### src/shared/drain_move_pkg.sv
// constants shared by the drain and memory move execution block
package drain_move_pkg;
  // --------------------------------------------------------------
  // operation codes
  // --------------------------------------------------------------
  localparam logic [7:0] OP_DRAIN = 8'h02;
  localparam logic [7:0] OP_MOVE = 8'h03;
  // --------------------------------------------------------------
  // operation-specific flag positions
  // --------------------------------------------------------------
  localparam int FLAG_RB1_VALID = 16;
  localparam int FLAG_RB2_VALID = 17;
  localparam int FLAG_NO_IMPL_TCA = 18;
  localparam int FLAG_NO_IMPL_TCB = 19;
  localparam int FLAG_RSVD_HI = 23;
  localparam int FLAG_RSVD_LO = 20;
  // --------------------------------------------------------------
  // completion status codes
  // --------------------------------------------------------------
  localparam logic [7:0] ST_NONE = 8'h00;
  localparam logic [7:0] ST_SUCCESS = 8'h01;
  localparam logic [7:0] ST_PAGE_FAULT = 8'h03;
  localparam logic [7:0] ST_BAD_OP = 8'h10;
  localparam logic [7:0] ST_OVERLAP = 8'h11;
  localparam logic [7:0] ST_BAD_FLAGS = 8'h12;
  // --------------------------------------------------------------
  // copy direction reported in result
  // --------------------------------------------------------------
  localparam logic DIR_FORWARD = 1'b0;
  localparam logic DIR_REVERSE = 1'b1;
  // --------------------------------------------------------------
  // reset values
  // --------------------------------------------------------------
  localparam logic [63:0] RST_ADDR = 64'h0;
  localparam logic [31:0] RST_COUNT = 32'h0;
  // --------------------------------------------------------------
  // state machine
  // --------------------------------------------------------------
  typedef enum logic [2:0] {
    S_IDLE = 3'b000,
    S_WAIT = 3'b001,
    S_RB1 = 3'b010,
    S_RB2 = 3'b011,
    S_IMPL = 3'b100,
    S_RD = 3'b101,
    S_WR = 3'b110,
    S_DONE = 3'b111
  } state_t;
endpackage

### src/drain_and_memory_move_ops.sv
// executes drain and memory move descriptors against a byte memory port
`timescale 1ns/1ps
`default_nettype none
// --------------------------------------------------------------
// Function
// drain waits for earlier queue descriptors
// drain inside batch is unsupported operation
// software requests record or interrupt on drain
// drain notification only after waited descriptors
// readback valid flags reserved without capability
// selector flag honoured only when valid set
// bit 19 suppresses second class implicit readback
// bit 18 suppresses first class implicit readback
// bit 17 reads address two on selected class
// bit 16 reads address one on selected class
// software zeroes drain flag bits 23:20
// cache control flags reserved for drain
// move copies transfer size bytes
// move accepts any byte alignment
// overlap supported: copy as via temporary buffer
// overlap unsupported: overlap reports error
// page fault reports direction in result
// no overlap support: result always zero
// software resumes forward by advancing addresses
// software resumes reverse keeping addresses
// direction may differ across partial completions
// partial completion reports bytes and fault address
// --------------------------------------------------------------
module drain_and_memory_move_ops #(
  parameter int XFER_W = 32 // transfer size width
) (
  input wire logic i_sys_clk,
  input wire logic i_rst_b,
  // descriptor in (same clock, from queue logic)
  input wire logic i_desc_valid,
  input wire logic [7:0] i_desc_op,
  input wire logic [23:0] i_desc_flags, // operation-specific flags
  input wire logic i_desc_in_batch,
  input wire logic i_desc_cache_ctl, // any cache control flag set
  input wire logic i_rb1_tc_sel, // address one class selector
  input wire logic i_rb2_tc_sel, // address two class selector
  input wire logic [63:0] i_src_addr, // also readback address one
  input wire logic [63:0] i_dst_addr, // also readback address two
  input wire logic [XFER_W-1:0] i_xfer_size,
  // capabilities
  input wire logic i_cap_drain_readback,
  input wire logic i_cap_overlap_copy,
  // queue occupancy: earlier descriptors still outstanding
  input wire logic i_wq_older_busy,
  // memory port
  input wire logic i_mem_ready,
  input wire logic i_mem_fault,
  input wire logic [7:0] i_mem_rdata,
  // outputs
  output logic o_desc_ready,
  output logic o_mem_req,
  output logic o_mem_we,
  output logic o_mem_tc, // 0 first class, 1 second class
  output logic o_mem_implicit, // implicit readback, no address
  output logic [63:0] o_mem_addr,
  output logic [7:0] o_mem_wdata,
  output logic o_cmp_valid,
  output logic [7:0] o_cmp_status,
  output logic o_cmp_result,
  output logic [XFER_W-1:0] o_cmp_bytes,
  output logic [63:0] o_cmp_fault_addr
);
  // --------------------------------------------------------------
  // state
  // --------------------------------------------------------------
  drain_move_pkg::state_t state_q; // current step
  logic [23:0] flags_q; // latched drain flags
  logic tc1_q; // latched selectors
  logic tc2_q;
  logic impl_tc_q; // implicit readback class in progress
  logic [63:0] src_q; // source base
  logic [63:0] dst_q; // destination base
  logic [XFER_W-1:0] size_q; // transfer size
  logic [XFER_W-1:0] done_q; // bytes written so far
  logic dir_q; // copy direction
  logic [7:0] byte_q; // byte in flight

  // overlap test for two byte regions of equal length
  function automatic logic overlaps(input logic [63:0] a, input logic [63:0] b,
                                    input logic [XFER_W-1:0] n);
    logic [64:0] len;
    // one spare top bit keeps a region at the top of memory from wrapping
    len = 65'(n);
    overlaps = (n != '0) && ({1'b0, a} < {1'b0, b} + len) &&
               ({1'b0, b} < {1'b0, a} + len);
  endfunction

  // byte offset for the current step, honouring direction
  function automatic logic [63:0] offs(input logic d, input logic [XFER_W-1:0] sz,
                                       input logic [XFER_W-1:0] k);
    offs = d ? 64'(sz - k - XFER_W'(1)) : 64'(k);
  endfunction

  logic [63:0] cur_off; // offset of byte being moved
  assign cur_off = offs(dir_q, size_q, done_q);

  // --------------------------------------------------------------
  // descriptor acceptance and sequencing
  // --------------------------------------------------------------
  // one process holds the state; memory request fields ride on it
  always_ff @(posedge i_sys_clk) begin
    if (!i_rst_b) begin
      // outputs start quiet; ready comes up on the first edge out of reset
      state_q <= drain_move_pkg::S_IDLE;
      flags_q <= '0;
      tc1_q <= 1'b0;
      tc2_q <= 1'b0;
      impl_tc_q <= 1'b0;
      src_q <= drain_move_pkg::RST_ADDR;
      dst_q <= drain_move_pkg::RST_ADDR;
      size_q <= '0;
      done_q <= '0;
      dir_q <= drain_move_pkg::DIR_FORWARD;
      byte_q <= 8'h00;
      o_desc_ready <= 1'b0;
      o_mem_req <= 1'b0;
      o_mem_we <= 1'b0;
      o_mem_tc <= 1'b0;
      o_mem_implicit <= 1'b0;
      o_mem_addr <= drain_move_pkg::RST_ADDR;
      o_mem_wdata <= 8'h00;
      o_cmp_valid <= 1'b0;
      o_cmp_status <= drain_move_pkg::ST_NONE;
      o_cmp_result <= 1'b0;
      o_cmp_bytes <= '0;
      o_cmp_fault_addr <= drain_move_pkg::RST_ADDR;
    end else begin
      o_cmp_valid <= 1'b0; // completion is a one-cycle pulse
      // ready comes up whenever idle, so an offer held while busy is not shut out
      o_desc_ready <= (state_q == drain_move_pkg::S_IDLE) && !(i_desc_valid && o_desc_ready);
      unique case (state_q)
        drain_move_pkg::S_IDLE: begin
          if (i_desc_valid && o_desc_ready) begin
            flags_q <= i_desc_flags;
            // selectors only count when their valid flag is set
            tc1_q <= i_desc_flags[drain_move_pkg::FLAG_RB1_VALID] & i_rb1_tc_sel;
            tc2_q <= i_desc_flags[drain_move_pkg::FLAG_RB2_VALID] & i_rb2_tc_sel;
            src_q <= i_src_addr;
            dst_q <= i_dst_addr;
            size_q <= i_xfer_size;
            done_q <= '0;
            o_cmp_status <= drain_move_pkg::ST_NONE;
            o_cmp_result <= 1'b0;
            o_cmp_bytes <= '0;
            o_cmp_fault_addr <= drain_move_pkg::RST_ADDR;
            // forward unless destination starts inside the source tail
            // chosen afresh for every descriptor, so a resumed move may flip
            dir_q <= (i_cap_overlap_copy && i_dst_addr > i_src_addr &&
                      overlaps(i_src_addr, i_dst_addr, i_xfer_size)); // see R15
            if (i_desc_op == drain_move_pkg::OP_DRAIN && i_desc_in_batch) begin
              o_cmp_status <= drain_move_pkg::ST_BAD_OP;
              state_q <= drain_move_pkg::S_DONE;
            end else if (i_desc_op == drain_move_pkg::OP_DRAIN) begin
              // reserved readback and cache bits set are refused
              if ((!i_cap_drain_readback &&
                   (i_desc_flags[drain_move_pkg::FLAG_RB1_VALID] ||
                    i_desc_flags[drain_move_pkg::FLAG_RB2_VALID])) ||
                  i_desc_cache_ctl ||
                  (i_desc_flags[drain_move_pkg::FLAG_RSVD_HI:
                                drain_move_pkg::FLAG_RSVD_LO] != 4'h0)) begin
                o_cmp_status <= drain_move_pkg::ST_BAD_FLAGS;
                state_q <= drain_move_pkg::S_DONE;
              end else begin
                state_q <= drain_move_pkg::S_WAIT;
              end
            end else if (i_desc_op == drain_move_pkg::OP_MOVE) begin
              if (!i_cap_overlap_copy && overlaps(i_src_addr, i_dst_addr, i_xfer_size)) begin
                o_cmp_status <= drain_move_pkg::ST_OVERLAP;
                state_q <= drain_move_pkg::S_DONE;
              end else if (i_xfer_size == '0) begin
                o_cmp_status <= drain_move_pkg::ST_SUCCESS;
                state_q <= drain_move_pkg::S_DONE;
              end else begin
                state_q <= drain_move_pkg::S_RD;
              end
            end else begin
              o_cmp_status <= drain_move_pkg::ST_BAD_OP;
              state_q <= drain_move_pkg::S_DONE;
            end
          end
        end
        drain_move_pkg::S_WAIT: begin
          // hold until every older descriptor of this queue has finished
          if (!i_wq_older_busy) begin
            state_q <= drain_move_pkg::S_RB1;
          end
        end
        drain_move_pkg::S_RB1: begin
          // explicit readback one, skipped when its valid flag is clear
          if (!flags_q[drain_move_pkg::FLAG_RB1_VALID]) begin
            state_q <= drain_move_pkg::S_RB2;
          end else if (o_mem_req && i_mem_ready) begin
            o_mem_req <= 1'b0;
            state_q <= drain_move_pkg::S_RB2;
          end else if (!o_mem_req) begin
            o_mem_req <= 1'b1;
            o_mem_we <= 1'b0;
            o_mem_implicit <= 1'b0;
            o_mem_tc <= tc1_q;
            o_mem_addr <= src_q;
          end
        end
        drain_move_pkg::S_RB2: begin
          // explicit readback two, skipped when its valid flag is clear
          if (!flags_q[drain_move_pkg::FLAG_RB2_VALID]) begin
            state_q <= drain_move_pkg::S_IMPL;
            impl_tc_q <= 1'b0;
          end else if (o_mem_req && i_mem_ready) begin
            o_mem_req <= 1'b0;
            state_q <= drain_move_pkg::S_IMPL;
            impl_tc_q <= 1'b0;
          end else if (!o_mem_req) begin
            o_mem_req <= 1'b1;
            o_mem_we <= 1'b0;
            o_mem_implicit <= 1'b0;
            o_mem_tc <= tc2_q;
            o_mem_addr <= dst_q;
          end
        end
        drain_move_pkg::S_IMPL: begin
          // implicit readback per class, first class then second
          if (flags_q[impl_tc_q ? drain_move_pkg::FLAG_NO_IMPL_TCB
                                : drain_move_pkg::FLAG_NO_IMPL_TCA] || // see R7
              (o_mem_req && i_mem_ready)) begin
            o_mem_req <= 1'b0;
            o_mem_implicit <= 1'b0;
            impl_tc_q <= 1'b1;
            if (impl_tc_q) begin
              o_cmp_status <= drain_move_pkg::ST_SUCCESS;
              state_q <= drain_move_pkg::S_DONE;
            end
          end else if (!o_mem_req) begin
            o_mem_req <= 1'b1;
            o_mem_we <= 1'b0;
            o_mem_implicit <= 1'b1;
            // no readback address here; the class alone picks the path to flush
            o_mem_tc <= impl_tc_q;
            o_mem_addr <= drain_move_pkg::RST_ADDR;
          end
        end
        drain_move_pkg::S_RD: begin
          // byte-wide moves make every alignment legal
          if (o_mem_req && i_mem_ready) begin
            // a read fault leaves this byte unwritten, so done_q is the count
            o_mem_req <= 1'b0;
            if (i_mem_fault) begin
              o_cmp_status <= drain_move_pkg::ST_PAGE_FAULT;
              o_cmp_result <= i_cap_overlap_copy ? dir_q : 1'b0; // see R17
              o_cmp_bytes <= done_q;
              o_cmp_fault_addr <= o_mem_addr;
              state_q <= drain_move_pkg::S_DONE;
            end else begin
              byte_q <= i_mem_rdata;
              state_q <= drain_move_pkg::S_WR;
            end
          end else if (!o_mem_req) begin
            o_mem_req <= 1'b1;
            o_mem_we <= 1'b0;
            o_mem_implicit <= 1'b0;
            o_mem_tc <= 1'b0;
            o_mem_addr <= src_q + cur_off;
          end
        end
        drain_move_pkg::S_WR: begin
          // write the byte just read at the matching destination offset
          if (o_mem_req && i_mem_ready) begin
            o_mem_req <= 1'b0;
            if (i_mem_fault) begin
              o_cmp_status <= drain_move_pkg::ST_PAGE_FAULT;
              o_cmp_result <= i_cap_overlap_copy ? dir_q : 1'b0; // see R17
              o_cmp_bytes <= done_q;
              o_cmp_fault_addr <= o_mem_addr;
              state_q <= drain_move_pkg::S_DONE;
            end else if (done_q + XFER_W'(1) == size_q) begin
              // last byte landed: report the full count
              done_q <= size_q;
              o_cmp_bytes <= size_q;
              o_cmp_status <= drain_move_pkg::ST_SUCCESS;
              state_q <= drain_move_pkg::S_DONE;
            end else begin
              done_q <= done_q + XFER_W'(1);
              state_q <= drain_move_pkg::S_RD;
            end
          end else if (!o_mem_req) begin
            o_mem_req <= 1'b1;
            o_mem_we <= 1'b1;
            o_mem_addr <= dst_q + cur_off;
            o_mem_wdata <= byte_q;
          end
        end
        drain_move_pkg::S_DONE: begin
          // one-cycle pulse; result fields stand until the next take
          o_cmp_valid <= 1'b1;
          o_mem_we <= 1'b0;
          state_q <= drain_move_pkg::S_IDLE;
        end
      endcase
    end
  end
endmodule
`default_nettype wire

### config.mk
export PLATFORM = sky130hd
export DESIGN_NAME = drain_and_memory_move_ops
export DESIGN_NICKNAME = d
export VERILOG_FILES = /design/src/shared/drain_move_pkg.sv /design/src/drain_and_memory_move_ops.sv
export SDC_FILE = /design/constraint.sdc
export NUM_CORES = 2
export LEC_CHECK = 0
export BUFFER_PORTS_ARGS = -buffer_cell sky130_fd_sc_hd__buf_2
export CORE_ASPECT_RATIO = 0.7
export CORE_UTILIZATION = 35
export DETAILED_ROUTE_END_ITERATION = 7
export PLACE_DENSITY = 0.54
export SKIP_CTS_REPAIR_TIMING = 1
export SLEW_MARGIN = 20
export SYNTH_ARGS = -nofsm -noshare
export SYNTH_HDL_FRONTEND = slang
export SYNTH_SLANG_ARGS = --single-unit
### constraint.sdc
create_clock -name i_sys_clk -period 13 [get_ports i_sys_clk]
set_input_delay 2.6 -clock i_sys_clk [delete_from_list [all_inputs] [get_ports i_sys_clk]]
set_output_delay 2.6 -clock i_sys_clk [all_outputs]
set_load 0.01 [all_outputs]
### After elaboration in Yosys (flattened, before gate mapping)

Cells that the tools add are included.

* flip-flop bits (word level): 414
* input port bits: 212
* output and inout bits: 183
* word-level logic and storage cells: 228

* add/subtract/negate cells: 7
* $lt $le $gt $ge: 4
* eq/ne operators: 36
* muxes and demuxes: 108
* bitwise operators: 5
* reduce and logical (&&, ||, !) cells: 45

Operator list (count)
* two-way mux 64 bit: 16
* one-hot mux 64 bit (5 select lines): 1
* two-way mux 32 bit: 9
* adder 64 x 32 -> 65 bit: 2
* less-than comparator 64 x 65 -> 1 bit: 2
* adder 64 bit: 2
* one-hot mux 64 bit (2 select lines): 1
* one-hot mux 32 bit (3 select lines): 1
* two-way mux 8 bit: 11
* > comparator 64 bit: 1
* one-hot mux 32 bit (2 select lines): 1
* two-way mux 3 bit: 14
* two-way mux 1 bit: 39
* != test 2 bit, second input constant: 19
* subtractor 33 x 2 -> 34 bit, second input constant: 1
* subtractor 32 x 32 -> 33 bit: 1
* adder 32 x 1 -> 32 bit, second input constant: 1
* equality test 32 bit: 1
* logical NOT 32 bit: 1
* one-hot mux 8 bit (4 select lines): 1
* nonzero test 32 bit: 1
* one-hot mux 3 bit (8 select lines): 1
* equality test 8 x 2 -> 1 bit, second input constant: 2
* AND reduction 8 bit: 2
* 30 further kinds: 74

### Logic depth before layout (Yosys ltp)

* depth after elaboration: 11
* mapped depth: 30

### Least setup slack after synthesis

OpenSTA, ideal clock, no wires.

* kind: input to register
* start: input i_src_addr[0]
* end: register state_q[1]
* setup time: 135 ps
* data arrival time: 7657 ps
* data required time: 12865 ps
* setup slack: 5207 ps
* cell stages on the path: 27
* path through: ha_1 fa_1 a21o_1 a21oi_1 o21ai_0 nand3_1 a21oi_1 o211ai_1 a211oi_1 or2_2 and2_1 clkbuf_1 nor3b_1 nand3_1 xnor2_1 ha_1 nand4_1 nor2_1 nand3_1 or4_1 or4_1 nor2_1 a2bb2oi_1 o22ai_1 nor2_1 o311ai_0 a31oi_1

* cells in the longest elaborated chain, start to end: 10

Ends and longest elaborated chain
* from (decl): line drain_and_memory_move_ops.sv:42 `input wire logic [63:0] i_src_addr,`
* adder 64 x 32 -> 65 bit or less-than comparator 64 x 65 -> 1 bit (tied branches): line drain_and_memory_move_ops.sv:90, drain_and_memory_move_ops.sv:89
* less-than comparator 64 x 65 -> 1 bit or logical AND 1 bit (tied branches): line drain_and_memory_move_ops.sv:90, drain_and_memory_move_ops.sv:89
* logical AND 1 bit (*): line drain_and_memory_move_ops.sv:89 `overlaps = (n != '0) && ({1'b0, a} < {1'b0, b} + len) &&`
* logical AND 1 bit (*): line drain_and_memory_move_ops.sv:172 `if (!i_cap_overlap_copy && overlaps(i_src_addr, i_dst_addr, i_xfer_size)) begin`
* two-way mux 2 bit (*): line drain_and_memory_move_ops.sv:172
* two-way mux 3 bit (*): line drain_and_memory_move_ops.sv:171 `end else if (i_desc_op == drain_move_pkg::OP_MOVE) begin`
* two-way mux 3 bit (*): line drain_and_memory_move_ops.sv:158 `end else if (i_desc_op == drain_move_pkg::OP_DRAIN) begin`
* two-way mux 3 bit (*): line drain_and_memory_move_ops.sv:155 `if (i_desc_op == drain_move_pkg::OP_DRAIN && i_desc_in_batch) begin`
* two-way mux 3 bit (*): line drain_and_memory_move_ops.sv:138 `if (i_desc_valid && o_desc_ready) begin`
* one-hot mux 3 bit (8 select lines) (*): line drain_and_memory_move_ops.sv:136 `unique case (state_q)`
* to (signal assigned): line drain_and_memory_move_ops.sv:157 `state_q <= drain_move_pkg::S_DONE;`
* to (signal assigned): line drain_and_memory_move_ops.sv:167 `state_q <= drain_move_pkg::S_DONE;`
* to (signal assigned): line drain_and_memory_move_ops.sv:169 `state_q <= drain_move_pkg::S_WAIT;`
* to (decl): line drain_and_memory_move_ops.sv:71 `drain_move_pkg::state_t state_q;`

Every way passes the cells marked *; elsewhere a longest branch is shown, timed or not. The select of a mux whose other input is x is not followed.
A chain may end at the register's enable or synchronous reset.

### Worst setup path after layout

Ends and elaborated chain as after synthesis.

==> implementation parameters <==
Parameter                              Value

Hold path
  Path type of the worst min-delay path ... reg2reg
  Number of cells on the worst hold path ... 2
  Beginning of the worst hold path ... o_mem_wdata[1]$_SDFFE_PN0P_
  Destination of the worst hold path ... o_mem_wdata[1]$_SDFFE_PN0P_

Pwr
  Post-route total power ... 0.00779 W
  Pleak ... 16.2 nW
  Power density over the cells ... 204 nW/um^2
  Peak supply drop ... 0.211 mV

Finish
  Synthesis-to-finish area growth ... 12.5%
  Share of cells above drive strength 1 ... 11.9%
  Most frequent cells in the layout ... sky130_fd_sc_hd__nand2_1 (918), sky130_fd_sc_hd__a21oi_1 (602), sky130_fd_sc_hd__dfxtp_1 (385)
  Most common cell after layout, fill and taps aside ... sky130_fd_sc_hd__nand2_1
  Post-route standard cell area excluding fillers ... 38100 um^2
  Final Net Count ... 5480
  Fill cell instance count of the final layout ... 10115

Logic synthesis
  Area share of the largest cell type after synthesis ... 23.0%
  Synthesized instance count ... 4724
  Total number of yosys warnings ... 0
  Share of the yosys chip area belonging to registers ... 23.0%
  Synthesis-stage register bit count ... 389
  Number of synthesized flops with an enable pin ... 0
  Top cell type by total area after synthesis ... sky130_fd_sc_hd__dfxtp_1
  Average cell area after synthesis ... 7.17 um^2
  Async set-or-reset flop fraction in the synthesized netlist ... 0%
  Biggest area contributors in the synthesized netlist ... sky130_fd_sc_hd__dfxtp_1 (23%), sky130_fd_sc_hd__ha_1 (13%), sky130_fd_sc_hd__nand2_1 (10%), sky130_fd_sc_hd__a21oi_1 (8.9%), sky130_fd_sc_hd__xnor2_1 (4.3%)
  Commonest register cell after synthesis ... sky130_fd_sc_hd__dfxtp_1
  Count of cell types in the netlist ... 102
  Synthesized cell area ... 33900 um^2

Clock tree
  Clock-pin slew on the worst setup and hold paths ... 0.06 ns
  CTS tree ... yes
  CTS buffer count ... 45
  Clock Path Buffers ... 3
  H-tree depth ... 2
  Number of sinks handled by clock tree synthesis ... 389
  Clk Latency, worst-skew pair ... 0.61 ns
  Root Buffer ... sky130_fd_sc_hd__clkbuf_16

Floorplan
  Die Area ... 98100 um^2
  Die height ... 262 um
  Initial cell density of the core ... 35.3%
  Top Ports ... 395
  Horiz. Die Dim ... 374 um
  Row count ... 95
  Core Footprint ... 95900 um^2

GRT
  Largest net degree at the start of global routing ... 161
  Total congestion overflow ... 0
  Global-route wire length before repair ... 211000 um
  Vias in the first global route ... 32257
  Initial antenna violation count ... 6
  Global-route usage over all layers ... 27.9%

Setup path
  Worst-case reg-to-reg path depth ... 27
  Endpoint of the worst-slack reg-to-reg timing path ... o_mem_addr[62]$_SDFFE_PN0P_
  Startpoint of the most critical register-to-register path ... size_q[0]$_SDFFE_PN0P_
  Flop-to-flop setup slack ... 4.62 ns
  Largest fanout on the critical path ... 8
  Crit path kind ... in2reg
  Data arrival time of the critical path ... 9.94 ns
  Element type at the critical path start ... input pin
  Worst EP required ... 13.46 ns
  Type of element capturing the critical path ... register

Timing
  Clock skew after layout ... 0.0287 ns
  Final Worst Setup Slack ... 3.52 ns
  Fin crit period ... 9.48 ns
  Total of endpoints with negative setup slack in the final report ... 0
  Final period util ... 72.9%
  Number of pins exceeding their max-slew limit in the final report ... 0
  Final number of hold-violating endpoints ... 0
  Worst Tran Pin Value ... 1.33 ns
  RSZ-0062 raised after global routing ... no
  Maximum clock frequency ... 106 MHz
  Post-route setup TNS ... 0 ns
  Worst relative slew slack ... 11.2%

Drt
  Count of nets left with antenna violations after detail routing ... 0
  Routed len/inst ... 23.0 um
  DRC violations left ... 0
  Routed vias/inst ... 5.79
  Vias post-DR ... 35920
  Count of routing violations after the opening detailed-route iteration ... 3510
  Number of detailed-routing iterations run before antenna repair ... 6
  Final wirelength ... 143000 um

Placed design
  Area of placed instances ... 36600 um^2
  Post-placement setup slack ... 3.14 ns
  Port Buf Inserts ... 373
  Placed wire-length estimate after detailed placement ... 112000 um
  Weighted congestion reported at the end of routability-driven placement ... 0.946

Job
  # Max-Cap Violations ... 0

Outcome
  Status ... complete, no violations
cells by family (layout without fill, tap and decap cells):
family | after synthesis | count (layout) | synth area share, %
AND/OR/NAND/NOR | 1808 | 1808 | 24.1
AO/OA/AOI/OAI | 1439 | 1439 | 26.5
buffers and inverters | 420 | 637 | 4.86
flip-flops | 389 | 389 | 23.0
adder cells (fa/ha/maj) | 356 | 356 | 13.2
XOR/XNOR | 267 | 267 | 6.93
multiplexers | 44 | 44 | 1.36
other | 1 | 7 | 0.0111
final cells by class:
| type | count | area, um^2 | area share (%) |
|---|---|---|---|
| clock inverter | 14 | 170 | 0.446 |
| antenna | 2 | 5.00 | 0.0131 |
| sequential | 389 | 7790 | 20.5 |
| tap | 1261 | 1580 | 4.14 |
| multi-input combinational | 3919 | 24600 | 64.5 |
| inverter | 147 | 559 | 1.47 |
| timing repair buffer | 410 | 2160 | 5.66 |
| clock buffer | 66 | 1280 | 3.37 |
sequential cells by signal, summed over array words and instances (netlist names), 4 cells and up:
signal	count
o_mem_wdata	8
o_cmp_fault_addr	64
flags_q	4
o_mem_addr	64
size_q	32
dst_q	64
o_cmp_bytes	32
done_q	32
src_q	64
byte_q	8
worst max-delay path: stages:
cell                        delay (ns)
sky130_fd_sc_hd__buf_2            0.13
sky130_fd_sc_hd__ha_1             0.19
sky130_fd_sc_hd__fa_1             0.22
sky130_fd_sc_hd__a21o_1           0.12
sky130_fd_sc_hd__a21oi_1          0.11
sky130_fd_sc_hd__o21ai_0          0.20
sky130_fd_sc_hd__nand3_1          0.21
sky130_fd_sc_hd__a21oi_1          0.34
sky130_fd_sc_hd__o211ai_1         0.20
sky130_fd_sc_hd__a211oi_1         0.89
sky130_fd_sc_hd__or2_2            0.32
sky130_fd_sc_hd__and2_1           0.29
sky130_fd_sc_hd__nor3b_1          0.26
sky130_fd_sc_hd__buf_4            0.22
sky130_fd_sc_hd__nand3_1          0.10
sky130_fd_sc_hd__xnor2_1          0.14
sky130_fd_sc_hd__ha_1             0.32
sky130_fd_sc_hd__nand4_1          0.10
sky130_fd_sc_hd__nor2_1           0.16
sky130_fd_sc_hd__nand3_1          0.11
sky130_fd_sc_hd__or4_1            0.44
sky130_fd_sc_hd__or4_1            0.48
sky130_fd_sc_hd__nor2_1           0.10
sky130_fd_sc_hd__a2bb2oi_1        0.07
sky130_fd_sc_hd__o22ai_1          0.76
sky130_fd_sc_hd__nor2_1           0.24
sky130_fd_sc_hd__o311ai_0         0.44
sky130_fd_sc_hd__a31oi_1          0.13
synthesized netlist by cell type, types with 38 or more instances:
cell                         n
sky130_fd_sc_hd__dfxtp_1   389
sky130_fd_sc_hd__inv_1     144
sky130_fd_sc_hd__a22oi_1    40
sky130_fd_sc_hd__nor2_1    290
sky130_fd_sc_hd__a211oi_1   39
sky130_fd_sc_hd__nor3_1     58
sky130_fd_sc_hd__ha_1      352
sky130_fd_sc_hd__clkbuf_1  217
sky130_fd_sc_hd__nor2b_1    38
sky130_fd_sc_hd__a31oi_1    57
sky130_fd_sc_hd__and3_1     58
sky130_fd_sc_hd__nand2_1   921
sky130_fd_sc_hd__a21o_1    156
sky130_fd_sc_hd__o21ai_0   248
sky130_fd_sc_hd__a21oi_1   603
sky130_fd_sc_hd__xor2_1     98
sky130_fd_sc_hd__xnor2_1   168
sky130_fd_sc_hd__nand3_1   172
sky130_fd_sc_hd__nand4_1    78
worst max-delay path by stage:
stage                   from                 endpoint
2_1_floorplan  i_src_addr[0]  state_q[1]$_SDFFE_PN0P_
3_3_place_gp   i_src_addr[0]  state_q[1]$_SDFFE_PN0P_
3_5_place_dp   i_src_addr[0]  state_q[1]$_SDFFE_PN0P_
4_1_cts        i_src_addr[0]  state_q[1]$_SDFFE_PN0P_
5_1_grt        i_src_addr[0]  state_q[1]$_SDFFE_PN0P_
6_report       i_src_addr[0]  state_q[1]$_SDFFE_PN0P_
per-stage QoR:
stage	utilization (%)	hold WS, ns	std cells
global route	39.7	0.461	6206
floorplan	-	0.432	4728
detailed placement	38.2	0.442	6126
global placement	38.2	0.435	6126
CTS	39.7	0.454	6206
finish	39.7	0.451	6208
routing by layer:
layer,routed length [um],GRT usage [%]
met1,72100,44.7
met2,52200,36.0
met3,16900,8.21
met4,1830,3.92
met5,27,0
report_power, final:
part	switching (W)	internal [W]
sequential	0.000478	0.00151
clock	0.000570	0.000732
combinational	0.00295	0.00156
total	0.00399	0.00380
No activity file was read; power rests on OpenSTA's default activity.
